`config.mk`:
```
export PLATFORM = sky130hd
export DESIGN_NAME = ubb_port
export DESIGN_NICKNAME = d
export VERILOG_FILES = /design/src/logic/ubb_pkg.sv /design/src/logic/ubb_sync.sv /design/src/logic/ubb_port.sv
export SDC_FILE = /design/constraint.sdc
export NUM_CORES = 1
export LEC_CHECK = 0
export BUFFER_PORTS_ARGS = -buffer_cell sky130_fd_sc_hd__clkbuf_2
export CAP_MARGIN = 10
export CORE_ASPECT_RATIO = 1.5
export CORE_MARGIN = 10
export CORE_UTILIZATION = 29
export CTS_BUF_LIST = sky130_fd_sc_hd__clkbuf_2 sky130_fd_sc_hd__clkbuf_4 sky130_fd_sc_hd__clkbuf_8
export CTS_CLUSTER_SIZE = 25
export DETAILED_ROUTE_END_ITERATION = 10
export SYNTH_ARGS = -nofsm -noshare
export SYNTH_HDL_FRONTEND = slang
export SYNTH_HIERARCHICAL = 1
export SYNTH_SLANG_ARGS = --single-unit
```
`constraint.sdc`:
```
create_clock -name sys_clk -period 3.5 [get_ports sys_clk]
set_clock_uncertainty 0.05 [all_clocks]
set_input_delay 0.525 -clock sys_clk [delete_from_list [all_inputs] [get_ports sys_clk]]
set_output_delay 0.525 -clock sys_clk [all_outputs]
set_load 0.01 [all_outputs]
```
`src/logic/ubb_pkg.sv`:
```
// Constants, types and mode codes for the bit-bang parallel port.
// Assumes one 200 MHz clock and a synchronous active-high reset.
// What this block does
// - Async mode brings internal read and write strobes out to pins.
// - Async mode puts each host byte onto output pins without handshake.
// - Each pin is individually an input or an output.
// - Async output bytes are paced by the baud generator tick.
// - Async outputs change only on new byte plus tick; else hold last value.
// - Mode command value 0x01 selects asynchronous bit-bang.
// - Sync outputs update only per received byte; write strobe then pulses.
// - Sync pin samples go to host only after a byte was written.
// - Sync mode processes a byte only while host queue has room.
// - Sync pins sampled before new output, so samples lag one byte.
// - Mode command value 0x04 selects synchronous bit-bang.
// - Sync cycle: sample, send, update outputs, one setup clock, write strobe.
// - Read strobe rising edge marks pin data captured and queued to host.
// - Mode command carries direction mask kept until next command.
// - Mode command value 0x00 leaves the special interface mode.
package ubb_pkg;
   localparam int          PIN_W          = 8;
   localparam logic [7:0]  MODE_CMD_RESET = 8'h00;
   localparam logic [7:0]  MODE_CMD_ASYNC = 8'h01;
   localparam logic [7:0]  MODE_CMD_SYNC  = 8'h04;
   localparam logic [7:0]  PIN_RESET_VAL  = 8'h00;
   localparam logic [3:0]  SETUP_CLOCKS   = 4'h1;

   typedef enum logic [1:0] {UBB_OFF, UBB_ASYNC, UBB_SYNC} ubb_mode_e;

   typedef enum logic [2:0] {
      ST_IDLE,
      ST_SAMPLE,
      ST_SEND,
      ST_SETUP,
      ST_STROBE
   } ubb_state_e;

   typedef struct packed {
      logic [PIN_W-1:0] value;
      logic [PIN_W-1:0] mask;
   } ubb_cmd_s;

   typedef struct packed {
      logic [PIN_W-1:0] level;
      logic [PIN_W-1:0] drive;
   } ubb_pins_s;
endpackage

```
`src/logic/ubb_sync.sv`:
```
// Two-flop synchroniser for the pin inputs.
// Assumes the inputs are asynchronous to sys_clk.
`timescale 1ns/1ps
`default_nettype none
module ubb_sync
#(
   parameter int W = 8
)
(
   input  wire logic         sys_clk,
   input  wire logic         srst,
   input  wire logic [W-1:0] d,
   output var  logic [W-1:0] q
);
   logic [W-1:0] stage1;

   always_ff @(posedge sys_clk)
   begin
      if (srst)
      begin
         stage1 <= '0;
         q      <= '0;
      end
      else
      begin
         stage1 <= d;
         q      <= stage1;
      end
   end
endmodule // ubb_sync
`default_nettype wire

```
`src/logic/ubb_port.sv`:
```
// Bit-bang parallel port: host bytes to pins, pin samples back to host.
// Assumes valid/ready queues on sys_clk and baudTick from logic on sys_clk.
`timescale 1ns/1ps
`default_nettype none
module ubb_port
   import ubb_pkg::*;
(
   input  wire logic             sys_clk,
   input  wire logic             srst,
   input  wire logic             modeCmdValid,
   input  wire ubb_cmd_s         modeCmd,
   input  wire logic             baudTick,
   input  wire logic             fromHostValid,
   input  wire logic [PIN_W-1:0] fromHostData,
   output var  logic             fromHostReady,
   output var  logic             toHostValid,
   output var  logic [PIN_W-1:0] toHostData,
   input  wire logic             toHostReady,
   input  wire logic [PIN_W-1:0] pinIn,
   output var  ubb_pins_s        pinDrive,
   output var  logic             pinReadStrobeN,
   output var  logic             pinWriteStrobeN,
   output var  ubb_mode_e        mode
);
   logic [PIN_W-1:0] pinSync;
   logic [PIN_W-1:0] holdByte;
   logic [PIN_W-1:0] pinLevel;
   logic [PIN_W-1:0] pinDir;
   logic             pending;
   logic [3:0]       setupCnt;
   ubb_state_e       state;
   logic             accept;
   logic             toHostFree;

   ubb_sync #(.W(PIN_W)) u_sync
   (
      .sys_clk (sys_clk),
      .srst    (srst),
      .d       (pinIn),
      .q       (pinSync)
   );

   assign accept     = fromHostValid && fromHostReady;
   assign toHostFree = !toHostValid || toHostReady;

   // Level and direction each have one writing process
   assign pinDrive = '{level: pinLevel, drive: pinDir};

   // Mode selection from the mode command
   always_ff @(posedge sys_clk)
   begin
      if (srst)
         mode <= UBB_OFF;
      else if (modeCmdValid)
      begin
         case (modeCmd.value)
            MODE_CMD_ASYNC: mode <= UBB_ASYNC;
            MODE_CMD_SYNC:  mode <= UBB_SYNC;
            MODE_CMD_RESET: mode <= UBB_OFF;
            default:        mode <= mode;
         endcase
      end
   end

   // Pin direction, held until the next mode command
   always_ff @(posedge sys_clk)
   begin
      if (srst)
         pinDir <= PIN_RESET_VAL;
      else if (modeCmdValid)
      begin
         if (modeCmd.value == MODE_CMD_ASYNC || modeCmd.value == MODE_CMD_SYNC)
            pinDir <= modeCmd.mask;
         else if (modeCmd.value == MODE_CMD_RESET)
            pinDir <= PIN_RESET_VAL;
      end
   end

   // Transfer engine for both bit-bang modes
   always_ff @(posedge sys_clk)
   begin
      if (srst || modeCmdValid)
      begin
         state           <= ST_IDLE;
         pending         <= 1'b0;
         setupCnt        <= 4'h0;
         fromHostReady   <= 1'b0;
         toHostValid     <= 1'b0;
         pinReadStrobeN  <= 1'b1;
         pinWriteStrobeN <= 1'b1;
         if (srst)
         begin
            holdByte       <= PIN_RESET_VAL;
            toHostData     <= PIN_RESET_VAL;
            pinLevel       <= PIN_RESET_VAL;
         end
      end
      else
      begin
         case (state)
            ST_IDLE:
            begin
               pinWriteStrobeN <= 1'b1;
               if (mode == UBB_ASYNC)
               begin
                  if (accept)
                  begin
                     holdByte <= fromHostData;
                     pending  <= 1'b1;
                  end
                  else if (pending && baudTick)
                  begin
                     pinLevel        <= holdByte;
                     pinWriteStrobeN <= 1'b0;
                     pending         <= 1'b0;
                  end
                  fromHostReady <= pending ? baudTick : !accept;
                  if (baudTick && toHostFree)
                  begin
                     toHostData     <= pinSync;
                     toHostValid    <= 1'b1;
                     pinReadStrobeN <= 1'b0;
                  end
                  else
                  begin
                     pinReadStrobeN <= 1'b1;
                     if (toHostReady)
                        toHostValid <= 1'b0;
                  end
               end
               else if (mode == UBB_SYNC)
               begin
                  pinReadStrobeN <= 1'b1;
                  if (accept)
                  begin
                     holdByte       <= fromHostData;
                     fromHostReady  <= 1'b0;
                     pinReadStrobeN <= 1'b0;
                     state          <= ST_SAMPLE;
                  end
                  else
                     fromHostReady <= toHostReady && !toHostValid;
               end
               else
               begin
                  fromHostReady  <= 1'b0;
                  toHostValid    <= 1'b0;
                  pinReadStrobeN <= 1'b1;
               end
            end
            ST_SAMPLE:
            begin
               toHostData     <= pinSync;
               toHostValid    <= 1'b1;
               pinReadStrobeN <= 1'b1;
               state          <= ST_SEND;
            end
            ST_SEND:
            begin
               if (toHostReady)
               begin
                  toHostValid    <= 1'b0;
                  pinLevel       <= holdByte;
                  setupCnt       <= 4'h0;
                  state          <= ST_SETUP;
               end
            end
            ST_SETUP:
            begin
               if (setupCnt == SETUP_CLOCKS - 4'h1)
               begin
                  pinWriteStrobeN <= 1'b0;
                  state           <= ST_STROBE;
               end
               else
                  setupCnt <= setupCnt + 4'h1;
            end
            ST_STROBE:
            begin
               pinWriteStrobeN <= 1'b1;
               state           <= ST_IDLE;
            end
            default:
               state <= ST_IDLE;
         endcase
      end
   end
endmodule // ubb_port
`default_nettype wire

```
Yosys cells after proc, flatten, opt, wreduce, memory -nomap -nowiden
Cells that the tools add are included. W data, S select, Z words.

Output and inout bits: 30. Input bits: 38. Logic and storage cells: 118. Bits in registers: 62.

Add/subtract/negate cells: 1. Equality and inequality tests: 21. Reduce and logical (&&, ||, !) cells: 33. Multiplexer cells: 49.

Operator list (number): $mux W8 (16); $pmux W8 S2 (2); $mux W1 (18); $ne A3 B3 Y1 const B (6); $reduce_bool A3 Y1 (6); $mux W3 (5); $ne A2 B2 Y1 const B (7); $pmux W3 S4 (1); $reduce_bool A2 Y1 (5); $reduce_and A3 Y1 (3); $eq A8 B1 Y1 const B (1); $eq A8 B3 Y1 const B (1); $logic_not A8 Y1 (1); $mux W4 (2); $pmux W4 S2 (1); $reduce_and A2 Y1 (4); $eq A3 B2 Y1 const B (2); $pmux W1 S3 (2); $pmux W2 S3 (1); $reduce_and A6 Y1 (1); $reduce_and A5 Y1 (1); $add A4 B1 Y4 const B (1); $logic_and A1 B1 Y1 (4); $logic_not A4 Y1 (1); 9 further kinds (12).

Depth between registers and ports, before layout
Gate-level depths: netlist of run 1.

Depth in word-level cells: 7. Mapped depth: 5. Gate-level depth less buffers: 5.

Modules after synthesis
The synthesis of run 1 kept the hierarchy.

Modules (own cells, without submodules): ubb_port (instances 1, cells an instance 204, area each 2082.0 µm²); ubb_sync (instances 1, cells an instance 33, area each 464.2 µm²).

Worst setup path before layout of run 1
No wires, ideal clock.

Kind: in2reg. Start point: in toHostReady. End point: reg pinLevel[0], enable pin. Data arrival time: 1.673 ns. Stages on the path: 3. Buffers on the path: 0. Setup time: 0.330 ns. Required time: 3.120 ns. Path slack: 1.447 ns. Cell sequence: or3b_2 > o21ai_0 > o22a_1.

Word-level cells in the longest chain between the ends: 2.

Ends and longest elaborated chain: start: declaration (RTL line ubb_port.sv:18) `input wire logic toHostReady,`; $ne A3 B3 Y1 (no line); $reduce_and A6 Y1 (no line); end signal: assignment (RTL line ubb_port.sv:113) `pinLevel <= holdByte;`; end signal: assignment (RTL line ubb_port.sv:163) `pinLevel <= holdByte;`; end: declaration (RTL line ubb_port.sv:27) `logic [PIN_W-1:0] pinLevel;`.

Every way passes these cells. A chain may end at the register's enable or synchronous reset.

Final worst setup path of run 1
Start point: reg state[0]. End point: reg pinLevel[3], enable pin.

Word-level cells in the longest chain between the ends: 3.

Ends and longest elaborated chain: start: declaration (RTL line ubb_port.sv:31) `ubb_state_e state;`; start signal: assignment (RTL line ubb_port.sv:84) `state <= ST_IDLE;`; start signal: assignment (RTL line ubb_port.sv:139) `state <= ST_SAMPLE;`; start signal: assignment (RTL line ubb_port.sv:156) `state <= ST_SEND;`; $eq A3 B2 Y1 or $logic_not A3 Y1 (tied branches) (RTL line ubb_port.sv:100) `case (state)`; $ne A3 B3 Y1 (no line) or $reduce_bool A3 Y1 (tied branches); $reduce_and A6 Y1 (no line) *.

Every way passes the cells marked *; elsewhere a longest branch is shown, timed or not.

==> results of run 1 <==
## per-layer routing
metal	wire length (microns)	GRT usage [%]	share of wire (%)
met4	81	3.241	1.4
met1	2406	10.31	42
met3	433	4.273	7.5
met2	2816	15.46	49
met5	0	0	0
## report_power, final
part | switching [mW] | internal (mW) | leakage (nW) | total (mW)
sequential | 0.00604 | 0.772 | 0.554 | 0.778
combinational | 0.0455 | 0.0397 | 0.609 | 0.0852
clock | 0.299 | 0.265 | 0.0949 | 0.564
## how the worst min path moves through the flow
stage	from	end	cells after the start
after global placement	u_sync/stage1[6]	u_sync/q[6]	1
after CTS	pinIn[6]	u_sync/stage1[6]	2
final	pinIn[6]	u_sync/stage1[6]	2
after global routing	pinIn[5]	u_sync/stage1[5]	2
after detailed placement	u_sync/stage1[1]	u_sync/q[1]	1
after floorplan	u_sync/stage1[3]	u_sync/q[3]	1
## metrics by stage
| step | util (%) | worst slack [ns] |
|---|---|---|
| 4_1_cts | 37.08 | 1.227 |
| 5_1_grt | 37.08 | 1.082 |
| 3_3_place_gp | 34.98 | 1.085 |
| 6_report | 37.08 | 1.248 |
| 3_5_place_dp | 34.98 | 1.006 |
| 2_1_floorplan | - | 1.447 |
## state kept, by name (all words and copies together), names as in the netlist
register,flops
fromHostReady,1
holdByte,8
mode,2
pending,1
pinDir,8
pinLevel,8
pinReadStrobeN,1
pinWriteStrobeN,1
setupCnt,4
state,3
toHostData,8
toHostValid,1
u_sync/q,8
u_sync/stage1,8
## worst max-delay path, delay by kind of cell, from the launching register on
kind | cells | cell delay, ns
and+or+nand+nor | 1 | 0.49
DFF | 1 | 0.41
AOI/OAI and AO/OA | 2 | 0.96
## cell type report
cell class | instances | area (sq um)
timing repair buffer | 69 | 350.3
clock buffer | 9 | 123.9
clock inverter | 7 | 55.05
inverter | 14 | 52.55
tap | 107 | 133.9
sequential | 62 | 1481
multi-input combinational | 150 | 960.9
fill | 925 | 5358
## layout by cell type, fill, tap and decap left out, drive strengths merged, types with 2 or more instances in the layout
master,n
nor3,6
a31o,2
and2b,6
nor4,2
nor3b,3
clkbuf,76
edfxtp,24
a21o,2
o21ai,9
inv,17
or2,2
dfxtp,38
and3,2
and2,17
or3b,3
clkinv,4
nor2,3
a31oi,2
or4,3
nor2b,13
o221a,2
nand2,26
nand2b,4
buf,2
ha,2
nand3,4
a21oi,16
o32ai,8
## kinds of logic (layout without fill, tap and decap cells)
logic type	Yosys count	after routing	share of synthesized area [%]
compound gates	49	49	13.22
xor+xnor	1	1	0.3440
fa+ha+maj	2	2	0.9826
buf+inv	25	99	4.078
flops	62	62	58.18
simple gates	98	98	23.19
==> impl_metrics.tcl, run 1 <==
set metrics [dict create \
    outcome "finished, final reports clean" \
    drv_slew 0 \
    grt_max_degree 30 \
    gp_congestion 0.8329 \
    maxCapViolations 0 \
    r2r-end "pinLevel[3]" \
    setup_violations 0 \
    end_kind "flop" \
    hp-class "in -> reg" \
    ir_drop_uv 211.8 \
    tns_ns 0 \
    ys_top_cells_by_area "dfxtp_1 30%, edfxtp_1 28%, and2_1 4.2%" \
    wl_microns 5737 \
    max_clock_freq_ghz 0.4441 \
    drc 0 \
    period_minus_slack_ns 2.252 \
    yosysTopAreaCell "dfxtp_1" \
    core_area_sq_um 8516 \
    cts_resized 0 \
    antenna_found_initial 0 \
    path_cells "or3b_2 -> o21ai_0 -> o22a_1" \
    ioPinCount 68 \
    synth_area_sq_um 2546 \
    holdWs_ns 0.3417 \
    synth_flop_cell "dfxtp_1" \
    synth.yosys.seq_area_share_pct 58.18 \
    layout.cell_area.non_filler_sq_um 3158 \
    wl_per_cell_microns 13.72 \
    clock_sinks 62 \
    cts_tree "done" \
    synth_common_cells "38 x dfxtp_1, 26 x nand2_1, 24 x edfxtp_1, 17 x and2_1, 16 x a21oi_1" \
    route.vias.total 1906 \
    drt_iter0_drc 104 \
    crit_required_ns 3.45 \
    post_cts_buffers 0 \
    detail_route.vias_per_cell 4.560 \
    antenna_cells 0 \
    syn_inst 237 \
    worst_pin_slew_ns 0.6122 \
    finalPower_mw 1.428 \
    start_util_pct 29.90 \
    path_max_fanout 12 \
    port_buffers 67 \
    hold_violations 0 \
    grt_pass1_wl_microns 9742 \
    die-area_sq_um 13010 \
    synth_edf_count 24 \
    track_usage_pct 9.403 \
    grt_overflow 0 \
    synth_cell_types 47 \
    syn_nets 277 \
    grt_pass1_vias 2001 \
    synthMostInstantiatedCell "dfxtp_1" \
    crit_end "pinLevel[3]" \
    numCtsBuffers 9 \
    cp_slowest_stage_delay_ns 0.50 \
    cts_buffer_depth 2 \
    critPathLaunch "state[0]" \
    h-tree-depth 3 \
    path_clk_slew_ns 0.07 \
    die_w_microns 96.51 \
    synth_top_area_share_pct 29.88 \
    ant_nets 0 \
    reg2reg_slack_ns 1.25 \
    holdBufCountCts 0 \
    async_flop_share_pct 0 \
    root_buffer "clkbuf_8" \
    syn_area_per_cell_sq_um 10.74 \
    p_leak_nw 1.258 \
    ys_warn_count 6 \
    dp_hpwl_microns 4393 \
    postPlaceCellArea_sq_um 2979 \
    critPathLaunchType "flop" \
    critPathKind "reg -> reg" \
    fin_cells 418 \
    clk_latency_ns 0.34 \
    nets 346 \
    syn_to_final_growth_pct 24.03 \
    drive_gt1_share_pct 35.05 \
    cp_slowest_cell "o21ai_0" \
    max_slew_margin_pct 58.96 \
    firstDrtPassIters 4 \
    power_density_nw_per_um2 452.1 \
    ys_seq_elements 62 \
    reg2reg_from "state[0]" \
    chipHeight_microns 134.8 \
    arrival_ns 2.21 \
    post-route-period-util_pct 64.34 \
    reg2reg_depth 3 \
    dp.cells 402 \
    rsz0062_at_grt "no" \
    rows 41 \
]
Power figures use the tool's default switching activity.
==> run 2, diff against run 1 <==
Clock period 3.5 ns to 2.2 ns, I/O delays scaled along.
==> run 2 against run 1 <==
Net effect: routed wire length up 2.2%; non-clock buffer count is 4 higher; sequential share of layout area decreased by 0.79 points; critical path depth unchanged; highest routed layer unchanged; hold slack got worse by 0.20 ns; critical endpoint is now pinLevel[7]; total power rose by 67%; largest cell class unchanged; final area rose by 1.7%; setup slack got worse by 0.96 ns; final cell count is 0.96% higher.
==> impl_metrics.tcl, run 2 (synthesis results as in run 1) <==
set metrics [dict create \
    grt_max_degree 26 \
    worst_pin_slew_ns 0.6448 \
    holdWs_ns 0.1456 \
    comb_power_share_pct 5.7 \
    p_leak_nw 1.287 \
    drt_iter0_drc 115 \
    detail_route.vias_per_cell 4.576 \
    num-fill-cells 888 \
    die-area_sq_um 13010 \
    post-route-period-util_pct 86.91 \
    h-tree-depth 3 \
    nets 350 \
    power_density_nw_per_um2 742.5 \
    syn_to_final_growth_pct 26.14 \
    critPathLaunchType "flop" \
    antenna_cells 0 \
    path_clk_slew_ns 0.07 \
    max_slew_margin_pct 56.92 \
    cts_tree "done" \
    core_area_sq_um 8516 \
    crit_required_ns 2.15 \
    drc 0 \
    post_cts_buffers 0 \
    hp-class "in -> reg" \
    dp.cells 406 \
    firstDrtPassIters 4 \
    rsz0062_at_grt "no" \
    power.internal_mw 1.837 \
    gp_congestion 0.7880 \
    dp_hpwl_microns 4446 \
    root_buffer "clkbuf_8" \
    cp_slowest_stage_delay_ns 0.50 \
    port_buffers 67 \
    drv_slew 0 \
    power_frac_seq_pct 51.9 \
    holdBufCountCts 0 \
    chipHeight_microns 134.8 \
    pwr-share-clk_pct 42.3 \
    grt_pass1_wl_microns 9722 \
    place_ws_ns 0.2173 \
    max_clock_freq_ghz 0.5230 \
    maxCapViolations 0 \
    period_minus_slack_ns 1.912 \
    track_usage_pct 9.657 \
    ant_nets 0 \
    swShare_pct 22.98 \
    wl_microns 5866 \
    fin_cells 422 \
    ioPinCount 68 \
    rows 41 \
    layout.cell_area.non_filler_sq_um 3212 \
    path_cells "or3b_2 -> o21ai_0 -> o22a_1" \
    clk_latency_ns 0.34 \
    start_util_pct 29.90 \
    route.vias.total 1931 \
    path_max_fanout 8 \
    end_kind "flop" \
    critPathKind "reg -> reg" \
    p_switching_mw 0.5480 \
    grt_pass1_vias 2008 \
    wl_per_cell_microns 13.90 \
    grt_overflow 0 \
    layout_common_cells "67 x clkbuf_2, 38 x dfxtp_1, 26 x nand2_1" \
    outcome "finished, final reports clean" \
    tns_ns 0 \
    ir_drop_uv 349.5 \
    drive_gt1_share_pct 35.87 \
    hold_violations 0 \
    die_w_microns 96.51 \
    postPlaceCellArea_sq_um 3009 \
    numCtsBuffers 9 \
    cp_slowest_cell "or3b_2" \
    fin_ws_ns 0.2881 \
    arrival_ns 1.86 \
    antenna_found_initial 0 \
    cts_resized 0 \
    setup_violations 0 \
    cts_buffer_depth 2 \
    layout_commonest_cell "clkbuf_2" \
    clock_sinks 62 \
]
run 2: power by group through the flow:
stage	Combinational (mW)	Clock (mW)	Sequential [mW]
after floorplan	0.0613	0	1.27
after global placement	0.140	0	1.26
after detailed placement	0.141	0	1.27
after CTS	0.141	1.05	1.24
after global routing	0.156	1.11	1.24
final	0.137	1.01	1.24
run 2: area by class of cell:
cell class,count,area (sq um),area share [%]
well taps,107,133.9,4.168
clock buffers,10,131.4,4.090
inverters,14,52.55,1.636
multi-input cells,150,960.9,29.92
flip-flops and latches,62,1481,46.12
repair buffers,73,380.4,11.84
clock inverters,6,71.32,2.220
run 2: layer usage:
metal	vias to the layer above	track usage, %	routed length [microns]	part of all wire, %
met5	-	0	0	0
met4	0	5.105	159	2.7
met3	15	4.384	452	7.7
met2	56	15.24	2908	50
met1	875	10.44	2345	40
li1	985	-	-	-
run 2: final timing paths:
path | from | slack (ns) | endpoint | depth (start not counted)
min | pinIn[3] | 0.15 | u_sync/stage1[3] | 2
max reg2reg | state[2] | 0.29 | pinLevel[7] | 3
max | state[2] | 0.29 | pinLevel[7] | 3
min reg2reg | u_sync/stage1[2] | 0.39 | u_sync/q[2] | 1
run 2: metrics by stage:
stage	utilization, %	power, mW
floorplan	-	1.332
global placement	35.34	1.404
detailed placement	35.34	1.406
CTS	37.72	2.430
global route	37.72	2.512
finish	37.72	2.385
run 2: worst max-delay path, delay by kind of cell (launching register included):
family           cells  cell delay, ns
flip-flops           1            0.38
AO/OA/AOI/OAI        2            0.65
AND/OR/NAND/NOR      1            0.50
==> run 3, diff against run 2 <==
Settings changed: BUFFER_PORTS_ARGS -buffer_cell sky130_fd_sc_hd__clkbuf_2 to default, CELL_PAD_IN_SITES_DETAIL_PLACEMENT from default to 0, CELL_PAD_IN_SITES_GLOBAL_PLACEMENT from default to 1, DONT_BUFFER_PORTS from default to 1, GPL_TIMING_DRIVEN from default to 0, PLACE_DENSITY_LB_ADDON from default to 0.1.
==> run 3 against run 2 <==
Net effect: final area is 9.5% lower; critical endpoint is now pinLevel[6]; die area unchanged; critical path depth increased by 1; maximum frequency shrank 5.8%; hold slack worse by 0.097 ns; utilization down 3.6 points; non-clock buffer count is 62 lower; flip-flop and latch count unchanged; total power is 2.9% higher; critical path type unchanged; combinational power down 41%; setup slack got worse by 0.12 ns; first-iteration DRC count down 9.6%.
==> impl_metrics.tcl, run 3 (synthesis results as in run 1) <==
set metrics [dict create \
    dp_hpwl_microns 4594 \
    route.vias.total 1756 \
    die-area_sq_um 13010 \
    num-fill-cells 913 \
    post_cts_buffers 0 \
    holdWs_ns 0.04904 \
    rows 41 \
    layout_commonest_cell "dfxtp_1" \
    fin_util_pct 34.13 \
    drt_iter0_drc 104 \
    crit_required_ns 2.19 \
    grt_overflow 0 \
    grt_pass1_wl_microns 9818 \
    worst_pin_slew_ns 0.6600 \
    root_buffer "clkbuf_8" \
    cp_num_buf_inv 1 \
    dp.cells 344 \
    wl_microns 6287 \
    layout.cell_area.non_filler_sq_um 2907 \
    setup_violations 0 \
    path_cells "clkbuf_1 -> nor3_2 -> nor3b_1 -> o22a_2" \
    rsz0062_at_grt "no" \
    syn_to_final_growth_pct 14.15 \
    start_util_pct 29.90 \
    layout_common_cells "38 x dfxtp_1, 26 x nand2_1, 24 x edfxtp_1" \
    drive_gt1_share_pct 17.79 \
    tns_ns 0 \
    power_density_nw_per_um2 844.4 \
    worstHoldStart "srst" \
    fin_cells 360 \
    chipHeight_microns 134.8 \
    critPathLaunchType "flop" \
    antenna_cells 0 \
    path_clk_slew_ns 0.07 \
    antenna_found_initial 0 \
    drv_slew 0 \
    end_kind "flop" \
    maxCapViolations 0 \
    cts_buffer_depth 2 \
    detail_route.vias_per_cell 4.878 \
    wl_per_cell_microns 17.46 \
    period_minus_slack_ns 2.029 \
    clock_sinks 62 \
    cp_slowest_stage_delay_ns 0.54 \
    cp_slowest_cell "nor3_2" \
    nets 288 \
    post-route-period-util_pct 92.23 \
    ioPinCount 68 \
    numCtsBuffers 9 \
    max_clock_freq_ghz 0.4928 \
    hp-class "in -> reg" \
    ant_nets 0 \
    port_buffers 0 \
    clk_latency_ns 0.35 \
    hold_violations 0 \
    ir_drop_uv 391.0 \
    max_slew_margin_pct 55.91 \
    p_leak_nw 0.9961 \
    cts_tree "done" \
    gp_congestion 0.7256 \
    grt_max_degree 13 \
    critPathKind "reg -> reg" \
    postPlaceCellArea_sq_um 2680 \
    drc 0 \
    reg2reg_from "state[0]" \
    core_area_sq_um 8516 \
    h-tree-depth 3 \
    outcome "finished, final reports clean" \
    track_usage_pct 10.23 \
    arrival_ns 2.02 \
    cp_top_family "simple AND/OR/NAND/NOR gates" \
    firstDrtPassIters 4 \
    critPathLaunch "state[0]" \
    grt_pass1_vias 1803 \
    die_w_microns 96.51 \
    path_max_fanout 10 \
]
## run 3: cell type report
class | instances | area (sq um) | area share (%)
Clock buffer | 9 | 123.9 | 4.262
Multi-Input combinational cell | 150 | 965.9 | 33.23
Tap cell | 107 | 133.9 | 4.606
Inverter | 14 | 52.55 | 1.808
Clock inverter | 7 | 97.59 | 3.358
Sequential cell | 62 | 1481 | 50.97
Buffer | 11 | 51.30 | 1.765
## run 3: worst paths after layout
path                               endpoint  cells past startpoint  slack [ns]
worst max register to register  pinLevel[6]                      4        0.17
worst min register to register  u_sync/q[0]                      1        0.39
worst max-delay path            pinLevel[6]                      4        0.17
worst min-delay path              pinDir[2]                      1        0.05
## run 3: layer usage
layer	GRT usage, %	vias up	wire length [microns]
li1	-	858	-
met1	10.77	836	2534
met2	15.76	54	3112
met3	5.050	8	509
met4	6.321	0	131
met5	0	-	0
## run 3: repair_timing
item                                    4_1_cts  5_1_grt
pin swaps                                     0        0
hold buffers                                  0        0
endpoints found under the setup margin        8        8
gates resized for setup                       2        1
cloned                                        0        0
## run 3: per-stage QoR
step | power, mW | setup WS (ns)
floorplan | 1.332 | 0.2201
global placement | 1.358 | -0.3313
detailed placement | 1.358 | -0.3036
CTS | 2.489 | 0.05261
global route | 2.573 | 0.06396
finish | 2.454 | 0.1709
## run 3: power by group
group	leakage [nW]	total, mW	switching, mW	internal [mW]
Combinational	0.336	0.0804	0.0474	0.0330
Sequential	0.554	1.25	0.0196	1.23
Clock	0.106	1.12	0.484	0.641
